## config.mk

```make
export PLATFORM = sky130hd
export DESIGN_NAME = lce_top
export DESIGN_NICKNAME = d
export VERILOG_FILES = /design/src/rtl/lce_pkg.sv /design/src/rtl/lce_top.sv /design/src/rtl/lce_listen.sv
export SDC_FILE = /design/constraint.sdc
export NUM_CORES = 1
export LEC_CHECK = 0
export BUFFER_PORTS_ARGS = -buffer_cell sky130_fd_sc_hd__buf_2
export CAP_MARGIN = 30
export CORE_MARGIN = 2
export CORE_UTILIZATION = 45
export DETAILED_ROUTE_END_ITERATION = 16
export MAX_ROUTING_LAYER = met4
export PLACE_DENSITY = 0.72
export SLEW_MARGIN = 20
export SYNTH_ARGS = -nofsm -noshare
export SYNTH_HDL_FRONTEND = slang
export SYNTH_SLANG_ARGS = --single-unit
```

## constraint.sdc

```tcl
create_clock -name mclk -period 3.09 [get_ports mclk]
set_input_delay 0.618 -clock mclk [delete_from_list [all_inputs] [get_ports mclk]]
set_output_delay 0.618 -clock mclk [all_outputs]
set_load 0.02 [all_outputs]
```

## src/rtl/lce_pkg.sv

```systemverilog
// Purpose: shared constants and types of the light control enable/override block
// Assumes: 50 MHz mclk, APB register access with 32-bit data
// Notes:   one aligned word per register; unmapped addresses answer with pslverr
package lce_pkg;
   // ************************************************
   // register map and fields
   // ************************************************
   localparam logic [7:0]  ADDR_CFG      = 8'h00;  // configuration word
   localparam logic [7:0]  ADDR_SETPT    = 8'h04;  // brightness setpoint
   localparam logic [7:0]  ADDR_STAT     = 8'h08;  // status, seen flags w1c
   localparam int          CFG_MODE_LSB  = 0;      // end-of-disabling mode, 2 bits
   localparam int          CFG_SUP_EN    = 2;      // superimposed operation allowed
   localparam int          CFG_SUP_END   = 3;      // 1: end only via disabling input
   localparam int          STAT_ART      = 4;      // artificial presence active
   localparam int          STAT_SUP      = 5;      // superimposed operation active
   localparam int          STAT_DIS      = 6;      // control disabled
   localparam int          STAT_SEEN_LSB = 8;      // seen flags of the four inputs
   localparam logic [3:0]  CFG_RST       = 4'h0;   // reset value of cfg bits
   localparam logic [7:0]  SETPT_RST     = 8'h80;  // reset value of setpoint
   // ************************************************
   // end-of-disabling modes
   // ************************************************
   localparam logic [1:0]  END_NOTEL     = 2'h0;   // enable, send nothing
   localparam logic [1:0]  END_SWOFF     = 2'h1;   // enable and switch off
   localparam logic [1:0]  END_START     = 2'h2;   // enable with startup
   // ************************************************
   // listening inputs and timing
   // ************************************************
   localparam int          SO_NUM        = 4;      // switch, dim, value, scene
   localparam int          CLK_NS        = 20;     // mclk period
   localparam int          STARTUP_NS    = 1000;   // startup phase length
   localparam int          STEP_NS       = 2000;   // step-down phase length
   localparam logic [7:0]  STARTUP_CYC   = 8'((STARTUP_NS + CLK_NS - 1) / CLK_NS);
   localparam logic [7:0]  STEP_CYC      = 8'((STEP_NS + CLK_NS - 1) / CLK_NS);
   typedef enum logic [2:0] {
      LCE_OFF, LCE_STARTUP, LCE_MAIN, LCE_STEP, LCE_DIS
   } lce_state_e;                                  // control phases
endpackage : lce_pkg

```

## src/rtl/lce_top.sv

```systemverilog
// Purpose: enable and superimposed-operation control of a presence light controller
// Assumes: presence is a pin, telegram pulses and brightness are on mclk
// Notes:   APB answers with zero wait states; read data registered in setup
//
// Overview of operation
// - ending disable resets to off, aborts step-down
// - no-telegram mode: stay off, wait new presence
// - switch-off mode sends off, restarts on presence
// - startup mode sets artificial presence, starts when dark
// - after startup go main, follow real presence
// - four listening inputs when superimposed allowed
// - any listened telegram disables automatic control
// - superimposed off: listening inputs do not act
// - disabling-input-only end waits for enabling telegram
//
// The placing of the registers and the APB slave port were chosen for this implementation.
`timescale 1ns/1ps
`default_nettype none
module lce_top (
   input  wire logic                       mclk,       // system clock, 50 MHz
   input  wire logic                       rstn,       // async reset, low
   input  wire logic                       psel,       // apb select
   input  wire logic                       penable,    // apb access phase
   input  wire logic                       pwrite,     // apb direction
   input  wire logic [7:0]                 paddr,      // apb byte address
   input  wire logic [31:0]                pwdata,     // apb write data
   output logic [31:0]                     prdata,     // apb read data
   output logic                            pready,     // apb ready
   output logic                            pslverr,    // apb error
   input  wire logic                       presence,   // presence pin, async
   input  wire logic [7:0]                 bright,     // measured brightness
   input  wire logic [7:0]                 fb_bright,  // actuator feedback
   input  wire logic                       dis_valid,  // disabling telegram
   input  wire logic                       dis_value,  // 1 disable, 0 enable
   input  wire logic [lce_pkg::SO_NUM-1:0] so_tel,     // listening telegrams
   output logic [2:0]                      phase,      // control phase
   output logic                            ctl_on,     // lighting requested
   output logic                            sw_off,     // off command pulse
   output logic                            art_pres    // artificial presence
);
   import lce_pkg::*;

   // ************************************************
   // state
   // ************************************************
   typedef struct packed {
      lce_state_e st;         // control phase
      logic [7:0] cnt;        // phase timer
      logic       art;        // artificial presence
      logic       sup;        // disabled by superimposed op
      logic       wait_new;   // need fresh presence first
      logic       off_p;      // off command pulse
      logic       p1;         // presence sync stage one
      logic       p2;         // presence sync stage two
      logic       p3;         // previous synced presence
      logic [3:0] cfg;        // mode, sup enable, sup end
      logic [7:0] setpt;      // brightness setpoint
      logic [7:0] fb;         // last feedback value
      logic [31:0] rdata;     // apb read data
   } lce_top_s;
   lce_top_s s_q;             // state register
   lce_top_s s_d;             // next state
   logic       sup_hit;       // listened telegram, registered
   logic [3:0] seen;          // sticky seen flags
   logic [3:0] seen_clr;      // clear mask from software
   logic       wr;            // apb write at this edge
   logic       rd_setup;      // apb read setup cycle
   logic       en_evt;        // enabling telegram while disabled
   logic       dis_evt;       // disabling telegram
   logic       dark;          // measured below setpoint
   logic [1:0] mode;          // end-of-disabling mode

   // decode of one register address
   function automatic logic lce_dec(input logic [7:0] a, input logic [7:0] off);
      lce_dec = (a == off);
   endfunction : lce_dec

   // ************************************************
   // listening inputs
   // ************************************************
   lce_listen lce_listen_i (
      .mclk   (mclk),
      .rstn   (rstn),
      .en     (s_q.cfg[CFG_SUP_EN]),
      .tel_in (so_tel),
      .clr    (seen_clr),
      .hit    (sup_hit),
      .seen   (seen)
   );

   // ************************************************
   // apb slave
   // ************************************************
   assign pready   = 1'b1;
   assign wr       = psel & penable & pwrite;
   assign rd_setup = psel & ~penable & ~pwrite;
   // unmapped addresses get an error answer and no effect
   assign pslverr  = psel & penable & ~(lce_dec(paddr, ADDR_CFG)
                     | lce_dec(paddr, ADDR_SETPT) | lce_dec(paddr, ADDR_STAT));
   assign seen_clr = (wr && lce_dec(paddr, ADDR_STAT)) ?
                     pwdata[STAT_SEEN_LSB +: 4] : 4'h0;
   assign prdata   = s_q.rdata;

   // ************************************************
   // control helpers
   // ************************************************
   assign mode    = s_q.cfg[CFG_MODE_LSB +: 2];
   assign dark    = bright < s_q.setpt;
   assign dis_evt = dis_valid & dis_value;
   assign en_evt  = dis_valid & ~dis_value & (s_q.st == LCE_DIS);

   // next-state logic of control and registers
   always_comb begin
      s_d       = s_q;
      s_d.off_p = 1'b0;
      // two flops before anyone looks at the pin
      s_d.p1    = presence;
      s_d.p2    = s_q.p1;
      s_d.p3    = s_q.p2;
      s_d.fb    = fb_bright;
      if (!s_q.p2) begin
         s_d.wait_new = 1'b0;                   // presence gone, next one is new
      end
      case (s_q.st)
         LCE_OFF: begin
            if ((s_q.p2 && !s_q.wait_new) || s_q.art) begin
               if (dark) begin
                  s_d.st  = LCE_STARTUP;
                  s_d.cnt = STARTUP_CYC - 8'h01;
               end else if (s_q.p2 && !s_q.wait_new) begin
                  s_d.st  = LCE_MAIN;
                  s_d.art = 1'b0;
               end
            end
         end
         LCE_STARTUP: begin
            if (s_q.cnt == 8'h00) begin
               s_d.st  = LCE_MAIN;
               s_d.art = 1'b0;
            end else begin
               s_d.cnt = s_q.cnt - 8'h01;
            end
         end
         LCE_MAIN: begin
            // only real presence matters from here
            if (!s_q.p2) begin
               s_d.st  = LCE_STEP;
               s_d.cnt = STEP_CYC - 8'h01;
            end
         end
         LCE_STEP: begin
            if (s_q.p2) begin
               s_d.st = LCE_MAIN;
            end else if (s_q.cnt == 8'h00) begin
               s_d.st = LCE_OFF;
            end else begin
               s_d.cnt = s_q.cnt - 8'h01;
            end
         end
         LCE_DIS: begin
            if (en_evt) begin
               // basic state: off, no presence, pending reactions dropped
               s_d.st       = LCE_OFF;
               s_d.cnt      = 8'h00;
               s_d.art      = 1'b0;
               s_d.sup      = 1'b0;
               s_d.wait_new = 1'b0;
               case (mode)
                  END_SWOFF: s_d.off_p    = 1'b1;
                  END_START: s_d.art      = 1'b1;
                  default:   s_d.wait_new = 1'b1;
               endcase
            end else if (s_q.sup && !s_q.cfg[CFG_SUP_END] && s_q.p3 && !s_q.p2) begin
               // end of tracked presence releases superimposed op
               s_d.st  = LCE_STEP;
               s_d.cnt = STEP_CYC - 8'h01;
               s_d.sup = 1'b0;
            end
         end
         default: begin
            s_d.st = LCE_OFF;
         end
      endcase
      // disabling and listening take over any running phase
      if (s_q.st != LCE_DIS) begin
         if (dis_evt) begin
            s_d.st  = LCE_DIS;
            s_d.sup = 1'b0;
            s_d.art = 1'b0;
         end else if (sup_hit) begin
            s_d.st  = LCE_DIS;
            s_d.sup = 1'b1;
            s_d.art = 1'b0;
         end
      end
      // register writes; mode is only changed by software
      if (wr && lce_dec(paddr, ADDR_CFG)) begin
         s_d.cfg = pwdata[3:0];
      end
      if (wr && lce_dec(paddr, ADDR_SETPT)) begin
         s_d.setpt = pwdata[7:0];
      end
      // read data captured in setup, shown in the access cycle
      if (rd_setup) begin
         s_d.rdata = 32'h0;
         if (lce_dec(paddr, ADDR_CFG)) begin
            s_d.rdata[3:0] = s_q.cfg;
         end else if (lce_dec(paddr, ADDR_SETPT)) begin
            s_d.rdata[7:0] = s_q.setpt;
         end else if (lce_dec(paddr, ADDR_STAT)) begin
            s_d.rdata[2:0]                = s_q.st;
            s_d.rdata[STAT_ART]           = s_q.art;
            s_d.rdata[STAT_SUP]           = s_q.sup;
            s_d.rdata[STAT_DIS]           = (s_q.st == LCE_DIS);
            s_d.rdata[STAT_SEEN_LSB +: 4] = seen;
            s_d.rdata[23:16]              = s_q.fb;
         end
      end
   end

   // state register
   always_ff @(posedge mclk or negedge rstn) begin
      if (!rstn) begin
         s_q       <= '0;
         s_q.st    <= LCE_OFF;
         s_q.cfg   <= CFG_RST;
         s_q.setpt <= SETPT_RST;
      end else begin
         s_q <= s_d;
      end
   end

   // ************************************************
   // outputs
   // ************************************************
   assign phase    = s_q.st;
   assign ctl_on   = (s_q.st == LCE_STARTUP) | (s_q.st == LCE_MAIN) | (s_q.st == LCE_STEP);
   assign sw_off   = s_q.off_p;
   assign art_pres = s_q.art;

   // ************************************************
   // checks
   // ************************************************
   end_reset_a: assert property (@(posedge mclk) disable iff (!rstn)
      en_evt |=> (phase == LCE_OFF) && !ctl_on)
      else $error("enable did not return to basic state");
   notel_quiet_a: assert property (@(posedge mclk) disable iff (!rstn)
      (en_evt && mode != END_SWOFF && mode != END_START)
      |=> !sw_off && !art_pres && !ctl_on)
      else $error("no-telegram enable changed lighting");
   swoff_pulse_a: assert property (@(posedge mclk) disable iff (!rstn)
      (en_evt && mode == END_SWOFF) |=> sw_off ##1 !sw_off)
      else $error("switch-off enable sent no single off");
   startup_art_a: assert property (@(posedge mclk) disable iff (!rstn)
      (en_evt && mode == END_START) |=> art_pres && phase == LCE_OFF)
      else $error("startup enable gave no artificial presence");
   art_dark_a: assert property (@(posedge mclk) disable iff (!rstn)
      (phase == LCE_OFF && art_pres && dark && !dis_evt && !sup_hit)
      |=> phase == LCE_STARTUP)
      else $error("artificial presence did not start up");
   startup_main_a: assert property (@(posedge mclk) disable iff (!rstn)
      (phase == LCE_STARTUP && s_q.cnt == 8'h00 && !dis_evt && !sup_hit)
      |=> phase == LCE_MAIN && !art_pres)
      else $error("startup did not hand over to main");
   sup_disable_a: assert property (@(posedge mclk) disable iff (!rstn)
      (sup_hit && phase != LCE_DIS && !dis_evt) |=> phase == LCE_DIS && s_q.sup)
      else $error("listened telegram did not disable control");
   dis_only_a: assert property (@(posedge mclk) disable iff (!rstn)
      (phase == LCE_DIS && s_q.sup && s_q.cfg[CFG_SUP_END] && !en_evt)
      |=> phase == LCE_DIS)
      else $error("superimposed op ended without enabling telegram");
   mode_static_a: assert property (@(posedge mclk) disable iff (!rstn)
      !(wr && lce_dec(paddr, ADDR_CFG)) |=> $stable(mode))
      else $error("end mode changed without a write");
endmodule : lce_top
`default_nettype wire

```

## src/rtl/lce_listen.sv

```systemverilog
// Purpose: listening inputs for superimposed operation
// Assumes: valid pulses come from bus logic on mclk, so no synchroniser
// Notes:   hit is one cycle behind the telegram; seen flags are sticky
`timescale 1ns/1ps
`default_nettype none
module lce_listen (
   input  wire logic                      mclk,      // system clock
   input  wire logic                      rstn,      // async reset, low
   input  wire logic                      en,        // superimposed op allowed
   input  wire logic [lce_pkg::SO_NUM-1:0] tel_in,   // telegram pulses
   input  wire logic [lce_pkg::SO_NUM-1:0] clr,      // clear seen flags
   output logic                           hit,       // any telegram heard
   output logic [lce_pkg::SO_NUM-1:0]     seen       // sticky seen flags
);
   import lce_pkg::*;
   typedef struct packed {
      logic              any;    // registered hit
      logic [SO_NUM-1:0] seen;   // sticky flags
   } lce_ls_s;
   lce_ls_s s_q;                 // state
   lce_ls_s s_d;                 // next state
   logic [SO_NUM-1:0] gated;     // inputs after enable gate

   // ************************************************
   // per-input gating and flags
   // ************************************************
   genvar gi;
   generate
      for (gi = 0; gi < SO_NUM; gi++) begin : g_in
         // disabled inputs simply do not exist for the control
         assign gated[gi] = en & tel_in[gi];
      end
   endgenerate

   // next state: a new telegram beats a clear in the same cycle
   always_comb begin
      s_d      = s_q;
      s_d.any  = |gated;
      s_d.seen = (s_q.seen & ~clr) | gated;
   end

   // state register
   always_ff @(posedge mclk or negedge rstn) begin
      if (!rstn) begin
         s_q <= '0;
      end else begin
         s_q <= s_d;
      end
   end

   assign hit  = s_q.any;
   assign seen = s_q.seen;

   gate_off_a: assert property (@(posedge mclk) disable iff (!rstn)
      !en |=> !hit) else $error("telegram heard while listening is off");
   seen_set_a: assert property (@(posedge mclk) disable iff (!rstn)
      (en && tel_in != 0) |=> ((seen & $past(tel_in)) == $past(tel_in)) && hit)
      else $error("listening input did not register telegram");
endmodule : lce_listen
`default_nettype wire

```

==> flow_summary.yaml <==
cts:
  cts_sinks: 63
  ctsHoldBuffers: 0
  cts_tree: "built"
  cts-root-buf: "clkbuf_8"
  cts.path.max_buffers: 2
  insertion_delay_ps: 330
  cts_setup_buffers: 0
  cts_resized: 0
  cts.clk_slew.worst_paths_ps: 70
  cts_made_buffers: 9
  h-tree-depth: 3
yosys:
  ys_ff_latch: 63
  avgSynthCellArea_um2: 10.6
  ys_seq_area_share_pct: 47.0
  synth_area_um2: 3360
  synth-async-reset-ratio_pct: 100
  synthCells: 318
  synth_enable_flop_cells: 0
  dominantRegCellSynth: "dfrtp_1"
  synth_cell_types: 54
  yosys_warnings: 0
global_routing:
  gr-total-overflow: 0
  antenna_found_initial: 0
  grt_pass1_wl_um: 11800
  grt_pass1_vias: 2446
  grt_max_degree: 25
  track_usage_pct: 18.7
flow_run:
  drv_cap: 0
floorplan:
  io_pins: 108
  die_y_um: 90.4
  core_area_um2: 7250
  initial_utilization_pct: 46.3
  die_x_um: 90.4
  die_area_um2: 8170
  rows: 31
layout:
  fillerInstances: 704
  most-common-layout-cells: "74 x buf_2, 62 x dfrtp_1, 24 x nor2_1"
  syn2layout_area_growth_pct: 12.6
  nNetsFinal: 448
  n_antenna_cell: 0
  final_common_cell: "buf_2"
  drive_gt1_share_pct: 30.5
setup_path:
  path_delay_family: "compound AO/OA/AOI/OAI gates"
  slowest_stage: "dfstp_2"
  criticalPathCategory: "register to register"
  end_kind: "register"
  critPathRequiredTime_ps: 3310
  crit_arrival_ps: 2770
  max_stage_delay_ps: 530
  worstPathCellList: "inv_1 > ha_1 > nand4_1 > a211oi_1 > o41a_1 > or2_1 > mux2_4"
  critPathBufInv: 1
  crit_path_max_fanout: 7
  cp-start-kind: "register"
timing:
  fin_worst_skew_ps: 7.54
  relSlewSlack_pct: 62.5
  hold_violations: 0
  slew_violations: 0
  setup_viol: 0
  period_share_pct: 82.3
  timing.setup.tns_ps: 0
  holdWs_ps: 238
  post-route-min-period_ps: 2540
  fmax_mhz: 393
  rsz0062_at_grt: "no"
  tightestPinTransition_ps: 558
place:
  hpwl_um: 5360
  io_buffers: 74
  globalplace.congestion: 0.858
detailed_routing:
  route.detailed.drc: 0
  antenna_left: 0
  vias: 2464
  drtPass1Iterations: 4
  drt_iter0_drc: 134
  routedWlPerCell_um: 14.6
  avgViaCountPerCell: 5.21
  wl_um: 6920
power:
  p_leak_nw: 1.89
  p_per_area_nw_per_um2: 570
  vdd_drop_max_v: 0.000221
run_status:
  status: "completed"
worst_hold_path:
  hold_path.class: "input port to asynchronous set/reset pin"
[flip-flops by register name, summed over array words and instances (netlist names)]
register and count:
art_pres 1, lce_listen_i.seen 4, prdata 20, lce_listen_i.hit 1, s_q 29, sw_off 1
phase 3, s_d 2, mode 2
[worst register-to-register path, cell delays in order (launching register included)]
cell and delay [ps]:
dfstp_2 530, inv_1 60, ha_1 280, nand4_1 110
a211oi_1 470, o41a_1 350, or2_1 320, mux2_4 330
[worst paths after layout]
check	startpoint	to	slack, ps	cells past startpoint
worst max register to register	s_q[47]$_DFFE_PN1P_	s_q[59]$_DFFE_PN0P_	550	7
worst min register to register	s_d[53]$_DFF_PN0_	s_d[52]$_DFF_PN0_	350	0
min in group mclk	s_d[53]$_DFF_PN0_	s_d[52]$_DFF_PN0_	350	0
worst min-delay path	rstn	s_d[52]$_DFF_PN0_	240	1
max in group asynchronous	rstn	prdata[8]$_DFFE_PN0P_	2170	2
worst max-delay path	s_q[47]$_DFFE_PN1P_	s_q[59]$_DFFE_PN0P_	550	7
[metrics by stage]
stage	instances	cell area [um^2]	utilization [%]	total power [W]	setup WS [ps]
2_1_floorplan	329	3400	-	0.00131	653
3_3_place_gp	457	3570	49.2	0.00139	434
3_5_place_dp	457	3570	49.2	0.00140	393
4_1_cts	473	3780	52.1	0.00217	608
5_1_grt	473	3780	52.1	0.00228	434
6_report	473	3780	52.1	0.00215	547
[final cells by class]
class | count | area (um^2) | share of cell area [%]
multi-input cells | 205 | 1420 | 37.6
well taps | 99 | 124 | 3.27
repair buffers | 78 | 400 | 10.6
flip-flops and latches | 63 | 1580 | 41.7
clock buffers | 10 | 128 | 3.37
inverters | 12 | 45.0 | 1.19
clock inverters | 6 | 83.8 | 2.22
[synthesized netlist by cell type (all sizes together) (2+ instances only)]
master | n | area [um^2]
a211o | 3 | 26.3
a211oi | 5 | 37.5
a21o | 2 | 15.0
a21oi | 12 | 60.1
a22o | 17 | 149
a22oi | 2 | 15.0
a32oi | 2 | 17.5
and2 | 2 | 12.5
buf | 41 | 323
clkbuf | 8 | 30.0
conb | 2 | 7.51
dfrtp | 62 | 1550
ha | 11 | 138
inv | 12 | 45.0
mux2 | 11 | 154
mux2i | 5 | 50.1
nand2 | 23 | 88.8
nand2b | 6 | 37.5
nand3 | 6 | 35.0
nand4 | 2 | 12.5
nand4bb | 2 | 22.5
nor2 | 25 | 110
nor2b | 4 | 27.5
nor3 | 5 | 30.0
nor4 | 4 | 37.5
o211ai | 2 | 15.0
o21ai | 18 | 90.1
o31ai | 6 | 45.0
o41a | 2 | 22.5
or2 | 2 | 12.5
[routing by layer]
layer / global-route usage (%) / share of wire, %
met1: 24.0 / 45
met2: 28.7 / 48
met3: 5.26 / 4.5
met4: 6.54 / 2.1
met5: - / 0
[cell families after synthesis]
group / count (synthesis) / share of synthesized area, %
compound gates: 76 / 15.9
buf+inv: 61 / 11.8
fa+ha+maj: 11 / 4.10
flops: 63 / 47.0
simple gates: 88 / 14.6
mux: 16 / 6.07
xor+xnor: 1 / 0.261
other cells: 2 / 0.224
[report_power, final]
part / internal, W / switching, W
sequential: 0.000887 / 0.0000722
combinational: 0.000174 / 0.000259
clock: 0.000453 / 0.000309
(Power assumes the default switching activity.)
